`config.mk`:
```
export PLATFORM = sky130hd
export DESIGN_NAME = adcseq_top
export DESIGN_NICKNAME = d
export VERILOG_FILES = /design/src/core/adcseq_pkg.sv /design/src/core/adcseq_top.sv /design/src/core/adcseq_clkdiv.sv /design/src/core/adcseq_results.sv
export VERILOG_INCLUDE_DIRS = /design/src /design/src/core
export SDC_FILE = /design/constraint.sdc
export NUM_CORES = 1
export LEC_CHECK = 0
export BUFFER_PORTS_ARGS = -buffer_cell sky130_fd_sc_hd__buf_2
export CAP_MARGIN = 30
export CELL_PAD_IN_SITES_DETAIL_PLACEMENT = 1
export CELL_PAD_IN_SITES_GLOBAL_PLACEMENT = 1
export CORE_MARGIN = 2
export CORE_UTILIZATION = 45
export CTS_BUF_LIST = sky130_fd_sc_hd__clkbuf_8
export DETAILED_ROUTE_END_ITERATION = 16
export PLACE_DENSITY_LB_ADDON = 0.1
export SETUP_SLACK_MARGIN = 0.2
export SLEW_MARGIN = 40
export SYNTH_ARGS = -nofsm -noshare
export SYNTH_HDL_FRONTEND = slang
export SYNTH_SLANG_ARGS = --single-unit
export TNS_END_PERCENT = 10
```
`constraint.sdc`:
```
create_clock -name CLK -period 2.25 [get_ports CLK]
set_clock_uncertainty 0.15 [all_clocks]
set_input_delay 0.225 -clock CLK [delete_from_list [all_inputs] [get_ports CLK]]
set_output_delay 0.225 -clock CLK [all_outputs]
set_load 0.1 [all_outputs]
```
`src/core/adcseq_map.svh`:
```
/*
 Address map, field positions, reset values and timing counts of the
 converter sequencer. Assumes an 8-bit register port with 10-bit addresses.
*/
//
// Overview of operation
// - Two-bit sweep group picks 2, 4, 6 or 8 channels, or 1-4 emphasised channels.
// - Emphasis bit set selects emphasis repeat-sweep; cleared leaves the configured mode.
// - Resolution bit: 0 gives 8-bit results, 1 gives 10-bit results.
// - Divider bit with its companion bit picks the conversion clock division.
// - Reference bit 1 connects the reference to the ladder, 0 isolates it.
// - One-shot converts the chosen channel once and requests an interrupt at the end.
// - Repeat converts the chosen channel until stopped, with no interrupt.
// - Single sweep converts each group channel once, interrupt after the whole sweep.
// - One-shot, repeat and sweep start on a start-flag write or the selected trigger.
// - One-shot and sweep clear the start flag at the end, unless trigger-started.
// - Writing 0 to the start flag stops conversion in every mode.
// - In repeat modes each result register updates and is readable at any time.
// - Each result lands in the register of the channel converted.
// - 10-bit results: low eight bits at even address, top two at odd.
// - Emphasis mode sweeps all channels, emphasised ones between each, no interrupt.
`ifndef ADCSEQ_MAP_SVH
`define ADCSEQ_MAP_SVH

`define ADCSEQ_AW        10
`define ADCSEQ_CTRL0_OFS 10'h3D6
`define ADCSEQ_CTRL1_OFS 10'h3D7
`define ADCSEQ_RES_BASE  10'h3C0
`define ADCSEQ_RES_LAST  10'h3CF
`define ADCSEQ_CTRL0_RST 8'h00
`define ADCSEQ_CTRL1_RST 8'h00
`define ADCSEQ_START_BIT 6
`define ADCSEQ_CTRL1_MSB 5
`define ADCSEQ_TICKS_8   6'h1C
`define ADCSEQ_TICKS_10  6'h21

`endif

```
`src/core/adcseq_pkg.sv`:
```
/*
 Types of the converter sequencer: modes, states and register layouts.
 Assumes the map header is compiled alongside.
*/
package adcseq_pkg;

   typedef enum logic [1:0] {
      MODE_ONESHOT,
      MODE_REPEAT,
      MODE_SWEEP,
      MODE_RSWEEP
   } adcseq_mode_e;

   typedef enum logic [1:0] {
      ST_IDLE,
      ST_ARMED,
      ST_CONV
   } adcseq_state_e;

   typedef struct packed {
      logic         div_pair;
      logic         start;
      logic         trig_sel;
      adcseq_mode_e mode;
      logic [2:0]   chan;
   } adcseq_ctrl0_s;

   typedef struct packed {
      logic [1:0]   rsvd;
      logic         vref;
      logic         conv_clock_div_sel;
      logic         res10;
      logic         emph;
      logic         sweep_group_sel_hi;
      logic         sweep_group_sel_lo;
   } adcseq_ctrl1_s;

endpackage

```
`src/core/adcseq_top.sv`:
```
/*
 Conversion mode sequencer for an 8-channel successive-approximation
 converter: control registers, mode sequencing, start and stop, result
 storage and the end-of-conversion request.
 Assumes an analog front end on the same clock that presents SAR_DATA for
 the channel on CHAN_SEL at the end of each conversion, and a register port
 whose read data is expected one cycle after the read strobe.
*/
// Chosen here: strobed register access.
`timescale 1ns/1ns
`default_nettype none
`include "adcseq_map.svh"
module adcseq_top
   import adcseq_pkg::*;
(
   // Clock and reset
   input  wire logic                    CLK,
   input  wire logic                    RST,
   // Register port
   input  wire logic [`ADCSEQ_AW-1:0]   REG_ADDR,
   input  wire logic [7:0]              REG_WDATA,
   input  wire logic                    REG_WR,
   input  wire logic                    REG_RD,
   output logic      [7:0]              REG_RDATA,
   // Converter front end
   input  wire logic [9:0]              SAR_DATA,
   output logic      [2:0]              CHAN_SEL,
   output logic                         CONV_ACTIVE,
   output logic                         VREF_CONNECT,
   // External start pin
   input  wire logic                    EXT_CONV_TRIGGER,
   // End-of-conversion interrupt request
   output logic                         CONV_DONE_REQ
);

   adcseq_ctrl0_s c0;
   adcseq_ctrl1_s c1;
   adcseq_state_e state;
   logic [5:0]    cnt;
   logic [2:0]    chan;
   logic          cur_emph;
   logic [2:0]    other_ptr;
   logic [1:0]    emph_ptr;
   logic          trig_m;
   logic          trig_s;
   logic          trig_d;

   // Register decode
   wire wr_c0 = REG_WR && REG_ADDR == `ADCSEQ_CTRL0_OFS;
   wire wr_c1 = REG_WR && REG_ADDR == `ADCSEQ_CTRL1_OFS;
   wire rd_res = REG_ADDR >= `ADCSEQ_RES_BASE && REG_ADDR <= `ADCSEQ_RES_LAST;
   wire [7:0] res_rd;

   // Trigger pin, synchronised then edge detected
   wire trig_edge = trig_s && !trig_d;

   // Sweep group decode
   wire [2:0] group_last = {c1.sweep_group_sel_hi, c1.sweep_group_sel_lo, 1'b1};
   wire [2:0] emph_last  = {1'b0, c1.sweep_group_sel_hi, c1.sweep_group_sel_lo};

   // Effective mode
   wire emph_mode  = c1.emph;
   wire m_oneshot  = !emph_mode && c0.mode == MODE_ONESHOT;
   wire m_repeat   = !emph_mode && c0.mode == MODE_REPEAT;
   wire m_sweep    = !emph_mode && c0.mode == MODE_SWEEP;
   wire m_single   = m_oneshot || m_repeat;
   // Trigger starts only the three trigger-capable modes
   wire use_trig   = c0.trig_sel && !emph_mode && c0.mode != MODE_RSWEEP;

   // Conversion timing
   wire       tick;
   wire [5:0] last_cnt = (c1.res10 ? `ADCSEQ_TICKS_10 : `ADCSEQ_TICKS_8) - 6'h01;
   wire       conv_end = state == ST_CONV && tick && cnt == last_cnt;

   // Finishing conversions of the one-time modes
   wire fin_event = conv_end && (m_oneshot || (m_sweep && chan == group_last));

   // First channel of a run
   wire [2:0] first_chan = m_single ? c0.chan : 3'h0;

   // Next channel after a conversion
   wire [2:0] other_nxt = (other_ptr == 3'h7) ? emph_last + 3'h1 : other_ptr + 3'h1;
   wire [1:0] emph_nxt  = (emph_ptr == emph_last[1:0]) ? 2'h0 : emph_ptr + 2'h1;
   wire [2:0] sweep_nxt = (chan == group_last) ? 3'h0 : chan + 3'h1;

   // State decode
   logic          start_run;
   adcseq_state_e next_state;

   assign start_run = (state == ST_IDLE && c0.start && !use_trig)
                   || (state == ST_ARMED && trig_edge);

   always_comb begin
      next_state = state;
      unique case (state)
         ST_IDLE: begin
            if (c0.start) next_state = use_trig ? ST_ARMED : ST_CONV;
         end
         ST_ARMED: begin
            if (trig_edge) next_state = ST_CONV;
         end
         ST_CONV: begin
            if (fin_event) next_state = use_trig ? ST_ARMED : ST_IDLE;
         end
         default: next_state = ST_IDLE;
      endcase
      // Clearing the flag overrides every state
      if (!c0.start) next_state = ST_IDLE;
   end

   // Control registers; a software write wins over the hardware clear
   always_ff @(posedge CLK) begin
      if (RST) begin
         c0 <= adcseq_ctrl0_s'(`ADCSEQ_CTRL0_RST);
      end else if (wr_c0) begin
         c0 <= adcseq_ctrl0_s'(REG_WDATA);
      end else if (fin_event && !use_trig) begin
         c0.start <= 1'b0;
      end
   end

   always_ff @(posedge CLK) begin
      if (RST) c1 <= adcseq_ctrl1_s'(`ADCSEQ_CTRL1_RST);
      else if (wr_c1) c1 <= adcseq_ctrl1_s'({2'h0, REG_WDATA[`ADCSEQ_CTRL1_MSB:0]});
   end

   // Trigger synchroniser
   always_ff @(posedge CLK) begin
      if (RST) begin
         trig_m <= 1'b0;
         trig_s <= 1'b0;
         trig_d <= 1'b0;
      end else begin
         trig_m <= EXT_CONV_TRIGGER;
         trig_s <= trig_m;
         trig_d <= trig_s;
      end
   end

   always_ff @(posedge CLK) begin
      if (RST) state <= ST_IDLE;
      else state <= next_state;
   end

   // Conversion length counter
   always_ff @(posedge CLK) begin
      if (RST || state != ST_CONV || conv_end) cnt <= 6'h00;
      else if (tick) cnt <= cnt + 6'h01;
   end

   // Channel sequencing
   always_ff @(posedge CLK) begin
      if (RST) begin
         chan      <= 3'h0;
         cur_emph  <= 1'b0;
         other_ptr <= 3'h0;
         emph_ptr  <= 2'h0;
      end else if (start_run) begin
         chan      <= first_chan;
         cur_emph  <= emph_mode;
         other_ptr <= emph_last + 3'h1;
         emph_ptr  <= (emph_last == 3'h0) ? 2'h0 : 2'h1;
      end else if (conv_end && emph_mode) begin
         // Emphasised channels sit between each of the others
         if (cur_emph) begin
            chan      <= other_ptr;
            other_ptr <= other_nxt;
         end else begin
            chan     <= {1'b0, emph_ptr};
            emph_ptr <= emph_nxt;
         end
         cur_emph <= !cur_emph;
      end else if (conv_end && !m_single) begin
         chan <= sweep_nxt;
      end
   end

   // Request pulse only at the end of one-shot or a whole sweep
   always_ff @(posedge CLK) begin
      if (RST) CONV_DONE_REQ <= 1'b0;
      else CONV_DONE_REQ <= fin_event;
   end

   // Read data stand for one cycle only
   wire [7:0] rd_mux = (REG_ADDR == `ADCSEQ_CTRL0_OFS) ? c0 :
                       (REG_ADDR == `ADCSEQ_CTRL1_OFS) ? c1 :
                       rd_res ? res_rd : 8'h00;

   always_ff @(posedge CLK) begin
      if (RST) REG_RDATA <= 8'h00;
      else REG_RDATA <= REG_RD ? rd_mux : 8'h00;
   end

   assign CHAN_SEL     = chan;
   assign CONV_ACTIVE  = state == ST_CONV;
   assign VREF_CONNECT = c1.vref;

   adcseq_clkdiv u_div (
      .CLK      (CLK),
      .RST      (RST),
      .div_sel  (c1.conv_clock_div_sel),
      .div_pair (c0.div_pair),
      .tick     (tick)
   );

   // Every completed conversion is kept, also while repeating
   adcseq_results u_res (
      .CLK     (CLK),
      .RST     (RST),
      .wr_en   (conv_end),
      .wr_idx  (chan),
      .wr_data (SAR_DATA),
      .res10   (c1.res10),
      .rd_idx  (REG_ADDR[3:1]),
      .rd_hi   (REG_ADDR[0]),
      .rd_data (res_rd)
   );

   // Checks

   oneshot_req_a: assert property (@(posedge CLK) disable iff (RST)
      conv_end && m_oneshot |=> CONV_DONE_REQ)
      else $error("one-shot end without request");

   repeat_noreq_a: assert property (@(posedge CLK) disable iff (RST)
      (m_repeat || emph_mode || c0.mode == MODE_RSWEEP) |=> !CONV_DONE_REQ)
      else $error("request raised in a repeating mode");

   sweep_end_a: assert property (@(posedge CLK) disable iff (RST)
      CONV_DONE_REQ && $past(m_sweep) |-> $past(chan) == $past(group_last))
      else $error("sweep request before last channel");

   sweep_wrap_a: assert property (@(posedge CLK) disable iff (RST)
      conv_end && c0.mode == MODE_RSWEEP && !emph_mode && chan == group_last
      |=> chan == 3'h0)
      else $error("sweep did not wrap to first channel");

   emph_other_a: assert property (@(posedge CLK) disable iff (RST)
      conv_end && emph_mode && cur_emph |=> !cur_emph && chan > emph_last)
      else $error("emphasis not followed by another channel");

   sw_start_a: assert property (@(posedge CLK) disable iff (RST)
      state == ST_IDLE && c0.start && !use_trig |=> state == ST_CONV)
      else $error("software start ignored");

   trig_start_a: assert property (@(posedge CLK) disable iff (RST)
      state == ST_ARMED && trig_edge && c0.start |=> state == ST_CONV)
      else $error("trigger start ignored");

   flag_clear_a: assert property (@(posedge CLK) disable iff (RST)
      fin_event && !use_trig && !wr_c0 |=> !c0.start ##1 state == ST_IDLE)
      else $error("start flag not cleared at finish");

   trig_keep_a: assert property (@(posedge CLK) disable iff (RST)
      fin_event && use_trig && !wr_c0 |=> c0.start && state == ST_ARMED)
      else $error("trigger run lost its armed state");

   stop_write_a: assert property (@(posedge CLK) disable iff (RST)
      wr_c0 && !REG_WDATA[`ADCSEQ_START_BIT] |=> ##1 state == ST_IDLE && !CONV_ACTIVE)
      else $error("stop write did not stop conversion");

   flag_track_a: assert property (@(posedge CLK) disable iff (RST)
      state == ST_CONV && $past(state) == ST_CONV |-> $past(c0.start))
      else $error("converting with start flag low");

   oneshot_c: cover property (@(posedge CLK) disable iff (RST)
      conv_end && m_oneshot ##1 CONV_DONE_REQ);
   sweep_c: cover property (@(posedge CLK) disable iff (RST)
      fin_event && m_sweep && group_last == 3'h7);
   emph_c: cover property (@(posedge CLK) disable iff (RST)
      conv_end && emph_mode && !cur_emph);
   trig_c: cover property (@(posedge CLK) disable iff (RST)
      state == ST_ARMED && trig_edge);

endmodule // adcseq_top
`default_nettype wire

```
`src/core/adcseq_clkdiv.sv`:
```
/*
 Conversion clock enable divider.
 Assumes settings change only while conversion is stopped.
*/
`timescale 1ns/1ns
`default_nettype none
module adcseq_clkdiv
   import adcseq_pkg::*;
(
   // Clock and reset
   input  wire logic CLK,
   input  wire logic RST,
   // Divider settings
   input  wire logic div_sel,
   input  wire logic div_pair,
   // Conversion clock enable
   output logic      tick
);
   logic [1:0] cnt;
   wire  [1:0] tc = div_sel ? (div_pair ? 2'h2 : 2'h0) : (div_pair ? 2'h3 : 2'h1);

   // Greater-or-equal lets a shortened ratio take effect without a long wrap
   assign tick = (cnt >= tc);

   always_ff @(posedge CLK) begin
      if (RST || tick) cnt <= 2'h0;
      else cnt <= cnt + 2'h1;
   end

   div_four_a: assert property (@(posedge CLK) disable iff (RST)
      tick && tc == 2'h3 |=> (tc != 2'h3 || !tick) [*3])
      else $error("divide-by-four spacing broken");

endmodule // adcseq_clkdiv
`default_nettype wire

```
`src/core/adcseq_results.sv`:
```
/*
 Per-channel result storage, one 10-bit entry per channel.
 Assumes the converter data are valid in the cycle of wr_en.
*/
`timescale 1ns/1ns
`default_nettype none
module adcseq_results
   import adcseq_pkg::*;
(
   // Clock and reset
   input  wire logic       CLK,
   input  wire logic       RST,
   // Write side
   input  wire logic       wr_en,
   input  wire logic [2:0] wr_idx,
   input  wire logic [9:0] wr_data,
   input  wire logic       res10,
   // Read side
   input  wire logic [2:0] rd_idx,
   input  wire logic       rd_hi,
   output logic      [7:0] rd_data
);
   logic [9:0] mem [8];
   wire  [9:0] val = res10 ? wr_data : {2'h0, wr_data[9:2]};

   genvar k;
   generate
      for (k = 0; k < 8; k++) begin : g_ent
         always_ff @(posedge CLK) begin
            if (RST) mem[k] <= 10'h000;
            else if (wr_en && wr_idx == k) mem[k] <= val;
         end
      end
   endgenerate

   // Odd address holds the top two bits, zero in 8-bit mode
   assign rd_data = rd_hi ? {6'h00, mem[rd_idx][9:8]} : mem[rd_idx][7:0];

   store_val_a: assert property (@(posedge CLK) disable iff (RST)
      wr_en |=> mem[$past(wr_idx)] == $past(val))
      else $error("result not stored in its channel entry");

   res8_hi_a: assert property (@(posedge CLK) disable iff (RST)
      wr_en && !res10 |=> mem[$past(wr_idx)][9:8] == 2'h0)
      else $error("8-bit result has upper bits");

   hold_ent_a: assert property (@(posedge CLK) disable iff (RST)
      !(wr_en && wr_idx == 3'h0) |=> $stable(mem[0]))
      else $error("idle result entry changed");

endmodule // adcseq_results
`default_nettype wire

```
Word-level counts from Yosys, hierarchy flattened
Memory sizes are Yosys's and may differ from the RTL's.
Cells that the tools add are included.

word-level totals
  bits in writable memories = 80
  logic and storage cells = 184
  memories kept = 1
  output and inout port bits = 14
  register bits after elaboration = 45

memory list
  memory     words  width  read ports  clocked after memory_dff  write ports  RTL line              source
  u_res.mem  8      10     1           0                         8            adcseq_results.sv:23  logic [9:0] mem [8];

cells by class
  order comparisons = 3
  equal/unequal tests = 22
  bitwise logic cells = 10
  $add $sub $neg = 7
  reductions and logical operators = 51
  muxes and demuxes = 67

operators by type and width
  operator              count
  $mux 10               9
  $mux 1                32
  $mux 8                4
  $mux 3                10
  $logic_and 1x1->1     27
  $eq 10x10->1 const B  2
  $mux 2                10
  $eq 3x3->1 const B    5
  $ge 10x10->1 const B  1
  $le 10x10->1 const B  1
  $or 1x1->1            8
  $add 3x1->3 const B   2
  $add 6x1->6 const B   1
  $eq 3x2->1 const B    2
  $eq 6x6->1            1
  $logic_not 3->1       2
  $logic_or 1x1->1      6
  $mux 6                1
  $ne 2x2->1 const B    3
  $pmux 2 s3            1
  $reduce_and 2->1      3
  $reduce_bool 2->1     3
  $sub 6x1->6 const B   1
  $logic_not 1->1       5
  13 further kinds      20

Longest topological paths before layout
Gate-level depths: netlist of the first run.

  depth after elaboration = 10
  mapped depth = 8
  depth with buffers taken out = 7

By module
A second synthesis of the first run with hierarchy kept.

unflattened totals
  cell total of the unflattened synthesis = 508
  area total of the unflattened synthesis = 5870.6 µm²

modules (own cells, without submodules)
  module          times used  cells an instance  area an instance (µm²)
  adcseq_results  1           246                3588.4
  adcseq_top      1           250                2150.8
  adcseq_clkdiv   1           12                 131.4

Least setup slack after synthesis of the first run
Ideal clock, no wire load.

  path type = register to register
  from = reg chan[2], in the netlist CHAN_SEL[2]
  to = mem u_res.mem[3][0], enable pin
  arrival = 2059 ps
  path slack = -277 ps
  library setup time = 319 ps
  stages on the path, launching flop included = 6
  path through = dfxtp_1 -> clkbuf_1 -> clkinv_1 -> ha_1 -> nand2_1 -> nand2_1

RTL lines
  item                      RTL line              source
  start: declaration        adcseq_top.sv:40      logic [2:0] chan;
  start signal: assignment  adcseq_top.sv:159     chan <= first_chan;
  start signal: assignment  adcseq_top.sv:166     chan <= other_ptr;
  start signal: assignment  adcseq_top.sv:169     chan <= {1'b0, emph_ptr};
  end: declaration          adcseq_results.sv:23

==> results.py, run 1 <==
metrics = {
    "placed_design": {
        "placed_area_um2": 6610,
        "dp_hpwl_mm": 12.6,
        "port_buffers": 46,
        "gp_congestion": 0.814,
    },
    "timing": {
        "fin_tns_setup_ns": -3.38,
        "hold_viol": 0,
        "layout_min_cycle_time_ns": 2.35,
        "worst_slew_pin_slew_ns": 0.532,
        "rsz0062_at_grt": "yes",
        "finalMaxSlewViolations": 0,
        "fin_crit_sh_pct": 105,
        "setup_slack_ns": -0.102,
        "maxSlewHeadroom_pct": 64.3,
        "fmax_mhz": 425,
        "fin_hold_ws_ns": 0.0598,
        "setup_viol_count_final": 53,
    },
    "status": {
        "violations": "negative setup slack",
        "outcome": "complete, but fails checks",
    },
    "floorplan": {
        "die_x_um": 118,
        "num_rows": 41,
        "ios": 47,
        "core-area_um2": 12600,
        "dieHeight_um": 118,
        "die_area_um2": 13800,
        "start_util_pct": 45.9,
    },
    "worst_setup_path": {
        "start_kind": "register",
        "path_class": "register to register",
        "crit_path_end": "u_res.mem[1][8]",
        "worst-path-buf-inv": 2,
        "max_stage_delay_ns": 0.50,
        "crit_path_end_kind": "register",
        "startpoint": "u_div.cnt[0]",
        "cp.depth": 8,
        "cpMaxStageDelayCell": "or4_4",
        "rrSetupSlack_ns": -0.10,
        "path_cells": "inv_2, ha_4, nand2b_4, a21oi_4, buf_6, or4_4, nor2_4, a21o_4",
        "crit_arrival_ns": 2.35,
        "cp_max_fo": 6,
        "critPathTopFamily": "simple AND/OR/NAND/NOR gates",
        "r2r-start": "u_div.cnt[0]",
        "r2r_end": "u_res.mem[1][8]",
        "r2r_cells": 8,
        "cp.required_ns": 2.25,
    },
    "final_layout": {
        "fin_nets": 649,
        "final_util_pct": 58.4,
        "final-seq-area_um2": 3320,
        "drive_above_1_share_pct": 35.6,
        "multiInputGateArea_um2": 2630,
        "fillers": 1335,
        "syn_to_final_growth_pct": 27.2,
        "finalInstanceArea_um2": 7370,
        "diodes": 0,
    },
    "detailed_routing": {
        "drtIter0Drc": 352,
        "drcViolationCount": 0,
        "first_pass_iters": 4,
        "drt_wl_total_mm": 17.8,
        "via_count": 4452,
        "ant_nets": 0,
        "via_per_inst": 5.66,
        "wire_per_inst_um": 22.7,
    },
    "grt": {
        "grt_pass1_wl_mm": 26.8,
        "overflow": 0,
        "first_global_vias": 4567,
        "grt.total_usage_pct": 26.2,
        "grt_max_degree": 36,
        "antenna_found_initial": 0,
    },
    "clock_network": {
        "insertion_delay_ns": 0.44,
        "cts-buffers-inserted": 17,
        "clockBufferDepth": 2,
        "cts.sinks": 125,
        "clkTransAtPathRegs_ns": 0.07,
        "root_buffer": "clkbuf_8",
        "ctsHtreeMaxLevel": 4,
        "cts_tree": "done",
    },
    "min_path": {
        "hp-class": "input pin to register",
        "holdCritStartpoint": "REG_ADDR[4]",
    },
    "synth": {
        "synth_area_um2": 5800,
        "syn_inst": 488,
        "ys.flop_type": "edfxtp_1",
        "synth_largest_area_cell": "edfxtp_1",
        "synth.distinct_cells": 55,
        "seq_area_frac_synth_pct": 57.0,
        "synth_nets": 534,
        "synth-seq-cells": 125,
        "synth_top_area_share_pct": 41.4,
        "async_flop_share_pct": 0,
        "synthTopCellsByArea": "edfxtp_1, dfxtp_1, mux4_2",
        "synth_edf_count": 80,
        "ys_warn_count": 0,
        "synthTopCellsByCount": "nor2_1, edfxtp_1, dfxtp_1, nand2_1, mux2i_1",
        "syn_avg_cell_area_um2": 11.9,
        "synth_most_common_cell": "nor2_1",
    },
    "power": {
        "leakagePower_nw": 2.76,
        "power_density_nw_per_um2": 681,
        "vdd_drop_max_mv": 0.388,
        "totalPowerFinal_w": 0.00502,
    },
    "run": {
        "max-cap-violations": 0,
    },
}
## per-layer routing
layer / routed length (um) / global-route usage, %
met3: 930 / 4.26
met1: 7720 / 35.5
met4: 306 / 8.58
met5: 0 / 0
met2: 8870 / 43.3
## cell type report
cell class / count / area share [%]
flip-flops and latches: 125 / 45.0
clock inverters: 14 / 1.21
clock buffers: 17 / 3.17
inverters: 15 / 0.815
repair buffers: 113 / 11.2
multi-input cells: 331 / 35.7
well taps: 172 / 2.92
## flip-flops by register name, indices dropped and copies added (netlist names), 2 cells and up
register,cells
CHAN_SEL,3
REG_RDATA,8
c0,8
c1,4
cnt,6
emph_ptr,2
other_ptr,3
state,2
u_div.cnt,2
u_res.mem,80
## cells by family (layout without fill, tap and decap cells)
family / after synthesis / after routing / share of synthesized area [%]
simple gates: 191 / 191 / 15.6
flops: 125 / 125 / 57.0
compound gates: 59 / 62 / 6.78
mux: 56 / 56 / 14.0
buf+inv: 35 / 159 / 2.40
fa+ha+maj: 13 / 13 / 2.81
xor+xnor: 9 / 9 / 1.36
## report_power, final
group          switching [W]  leakage [nW]  internal, W
logic               0.000379          1.46     0.000363
clock network       0.000873         0.178     0.000825
registers          0.0000534          1.13      0.00253
total                0.00131          2.76      0.00371
## stage by stage
stage / cells / setup WS, ns
2_1_floorplan: 488 / 0.0105
3_3_place_gp: 734 / -0.311
3_5_place_dp: 734 / -0.337
4_1_cts: 779 / -0.178
5_1_grt: 787 / -0.160
6_report: 787 / -0.102
## worst register-to-register path: stages (launching register included)
cell      delay [ns]
dfxtp_2         0.34
inv_2           0.05
ha_4            0.25
nand2b_4        0.12
a21oi_4         0.06
buf_6           0.13
or4_4           0.50
nor2_4          0.25
a21o_4          0.23
## layout by cell type (no fill, tap or decap), types with 11 or more instances in the layout
cell      instances
ha_1             11
a21oi_1          14
inv_1            14
mux4_2           20
dfxtp_1          36
nand3_1          11
buf_2            46
buf_4            49
clkbuf_8         17
nand2_1          34
edfxtp_1         80
nor2_1           73
nor2_2           21
mux2i_1          34
## how the worst min path moves through the flow
stage                              end  slack (ns)  cells past startpoint
final                     REG_RDATA[1]        0.06                      4
after global routing      REG_RDATA[1]        0.10                      4
after CTS                 REG_RDATA[1]        0.04                      4
after detailed placement        trig_s        0.29                      1
after global placement          trig_s        0.26                      1
after floorplan                 trig_m        0.20                      1
## repair_timing
action                                  4_1_cts  5_1_grt
hold endpoints to repair                     14        0
buffers inserted                              2        8
gates cloned                                  3        0
hold buffers                                  9        0
pin swaps                                    12       30
endpoints found under the setup margin      177      172
gates resized for setup                      24       38
Power figures use the tool's default switching activity.
==> run 2, diff against run 1 <==
CORE_UTILIZATION = 50   (was 45)
clock period = 2.2 ns   (was 2.25 ns; I/O delays follow)
==> results.py, run 2 (synthesized netlist as in run 1, its figures left out) <==
metrics = {
    "clock_network": {
        "clkTransAtPathRegs_ns": 0.07,
        "insertion_delay_ns": 0.47,
        "root_buffer": "clkbuf_8",
        "ctsHtreeMaxLevel": 4,
        "clockBufferDepth": 2,
        "cts.sinks": 125,
        "cts_tree": "done",
        "cts-buffers-inserted": 17,
    },
    "floorplan": {
        "core-area_um2": 11400,
        "die_x_um": 112,
        "die_area_um2": 12500,
        "ios": 47,
        "dieHeight_um": 112,
        "start_util_pct": 51.0,
        "num_rows": 39,
    },
    "timing": {
        "hold_viol": 0,
        "finalMaxSlewViolations": 0,
        "layout_min_cycle_time_ns": 2.37,
        "maxSlewHeadroom_pct": 60.7,
        "setup_viol_count_final": 51,
        "fmax_mhz": 422,
        "worst_slew_pin_slew_ns": 0.589,
        "setup_slack_ns": -0.172,
        "fin_crit_sh_pct": 108,
        "rsz0062_at_grt": "yes",
        "fin_hold_ws_ns": 0.0429,
    },
    "worst_setup_path": {
        "cp_max_fo": 10,
        "cp.required_ns": 2.21,
        "start_kind": "register",
        "path_class": "register to register",
        "crit_path_end_kind": "register",
        "crit_arrival_ns": 2.38,
    },
    "final_layout": {
        "layout_commonest_cell": "edfxtp_1",
        "fin_nets": 646,
        "reg_top3": "u_res.mem x80, REG_RDATA x8, c0 x8",
        "drive_above_1_share_pct": 36.7,
        "final_cells": 754,
        "largest_reg_flops": 80,
        "syn_to_final_growth_pct": 28.0,
        "final_cell_mix": "edfxtp_1, nor2_1, buf_4",
        "diodes": 0,
        "final_util_pct": 65.3,
        "fillers": 1168,
        "regMostFlops": "u_res.mem",
    },
    "run": {
        "max-cap-violations": 0,
    },
    "detailed_routing": {
        "drtIter0Drc": 254,
        "route.met3.wl_mm": 1.13,
        "first_pass_iters": 4,
        "top_layer": "met5",
        "wirelength_met1_mm": 7.28,
        "via_count": 4518,
        "drt_wl_total_mm": 19.2,
        "ant_nets": 0,
        "via_per_inst": 5.99,
        "drcViolationCount": 0,
        "wire_per_inst_um": 25.4,
        "dr_wl_met2_mm": 9.94,
    },
    "power": {
        "power_density_nw_per_um2": 731,
        "vdd_drop_max_mv": 0.557,
        "leakagePower_nw": 2.78,
        "totalPowerFinal_w": 0.00543,
    },
    "grt": {
        "grt.total_usage_pct": 31.4,
        "first_global_vias": 4838,
        "grt_pass1_wl_mm": 28.3,
        "grt_max_degree": 22,
        "overflow": 0,
        "antenna_found_initial": 1,
    },
    "status": {
        "outcome": "complete, but fails checks",
        "violations": "negative setup slack",
    },
    "placed_design": {
        "port_buffers": 46,
        "dpl.cell_count": 708,
        "gp_congestion": 0.876,
        "dp_hpwl_mm": 12.8,
        "post-place-ws_ns": -0.304,
    },
    "min_path": {
        "hp-class": "input pin to register",
    },
}
run 2: cell types whose count changed in the layout (fill, tap and decap cells not counted), moves of 2 or more:
cell	before	now
a21o_4	6	4
bufinv_16	1	4
o21ai_1	2	4
nor2_4	2	8
buf_6	5	3
clkinv_2	5	1
nor2_1	73	66
a21oi_2	0	2
run 2: per-layer routing:
layer	vias up	global-route usage, %
met5	-	0
met1	2279	35.7
met4	2	15.1
li1	2021	-
met2	161	54.6
met3	55	8.60
run 2: area by class of cell:
type	count	area (um2)	share of cell area (%)
well taps	143	179	2.41
clock buffers	17	234	3.15
flip-flops and latches	125	3320	44.7
repair buffers	111	812	10.9
multi-input cells	330	2660	35.9
clock inverters	13	159	2.14
inverters	15	60.1	0.809
run 2: power by group:
group          total (W)  switching (W)  internal, W
clock            0.00212       0.000929      0.00119
combinational   0.000678       0.000369     0.000309
sequential       0.00263      0.0000490      0.00258
total            0.00543        0.00135      0.00408
run 2: final timing paths:
| kind | startpoint | endpoint | slack (ns) | cells after the start |
|---|---|---|---|---|
| setup reg to reg | cnt[0] | u_res.mem[1][6] | -0.17 | 6 |
| hold / removal | REG_ADDR[4] | REG_RDATA[0] | 0.04 | 4 |
| setup / recovery | cnt[0] | u_res.mem[1][6] | -0.17 | 6 |
| hold reg to reg | trig_s | trig_d | 0.30 | 2 |
run 2: critical path, cell delays in order, from the launching register on:
cell,delay (ns)
dfxtp_2,0.34
nor4_4,0.27
a32oi_2,0.18
buf_6,0.17
or4_4,0.51
nor2_4,0.20
a21o_4,0.24
run 2: timing repair:
item / 4_1_cts / 5_1_grt
endpoints found under the setup margin: 172 / 158
endpoints found under the hold margin: 13 / 0
pin swaps: 13 / 33
buffers inserted: 4 / 2
resized for setup: 22 / 46
hold buffers: 8 / 0
gates cloned: 1 / 1
run 2: metrics by stage:
step                TNS (ns)  area, um2
floorplan                  0       5860
global placement      -35.73       6630
detailed placement    -16.87       6640
CTS                    -3.81       7250
global route          -12.19       7420
finish                 -5.48       7420
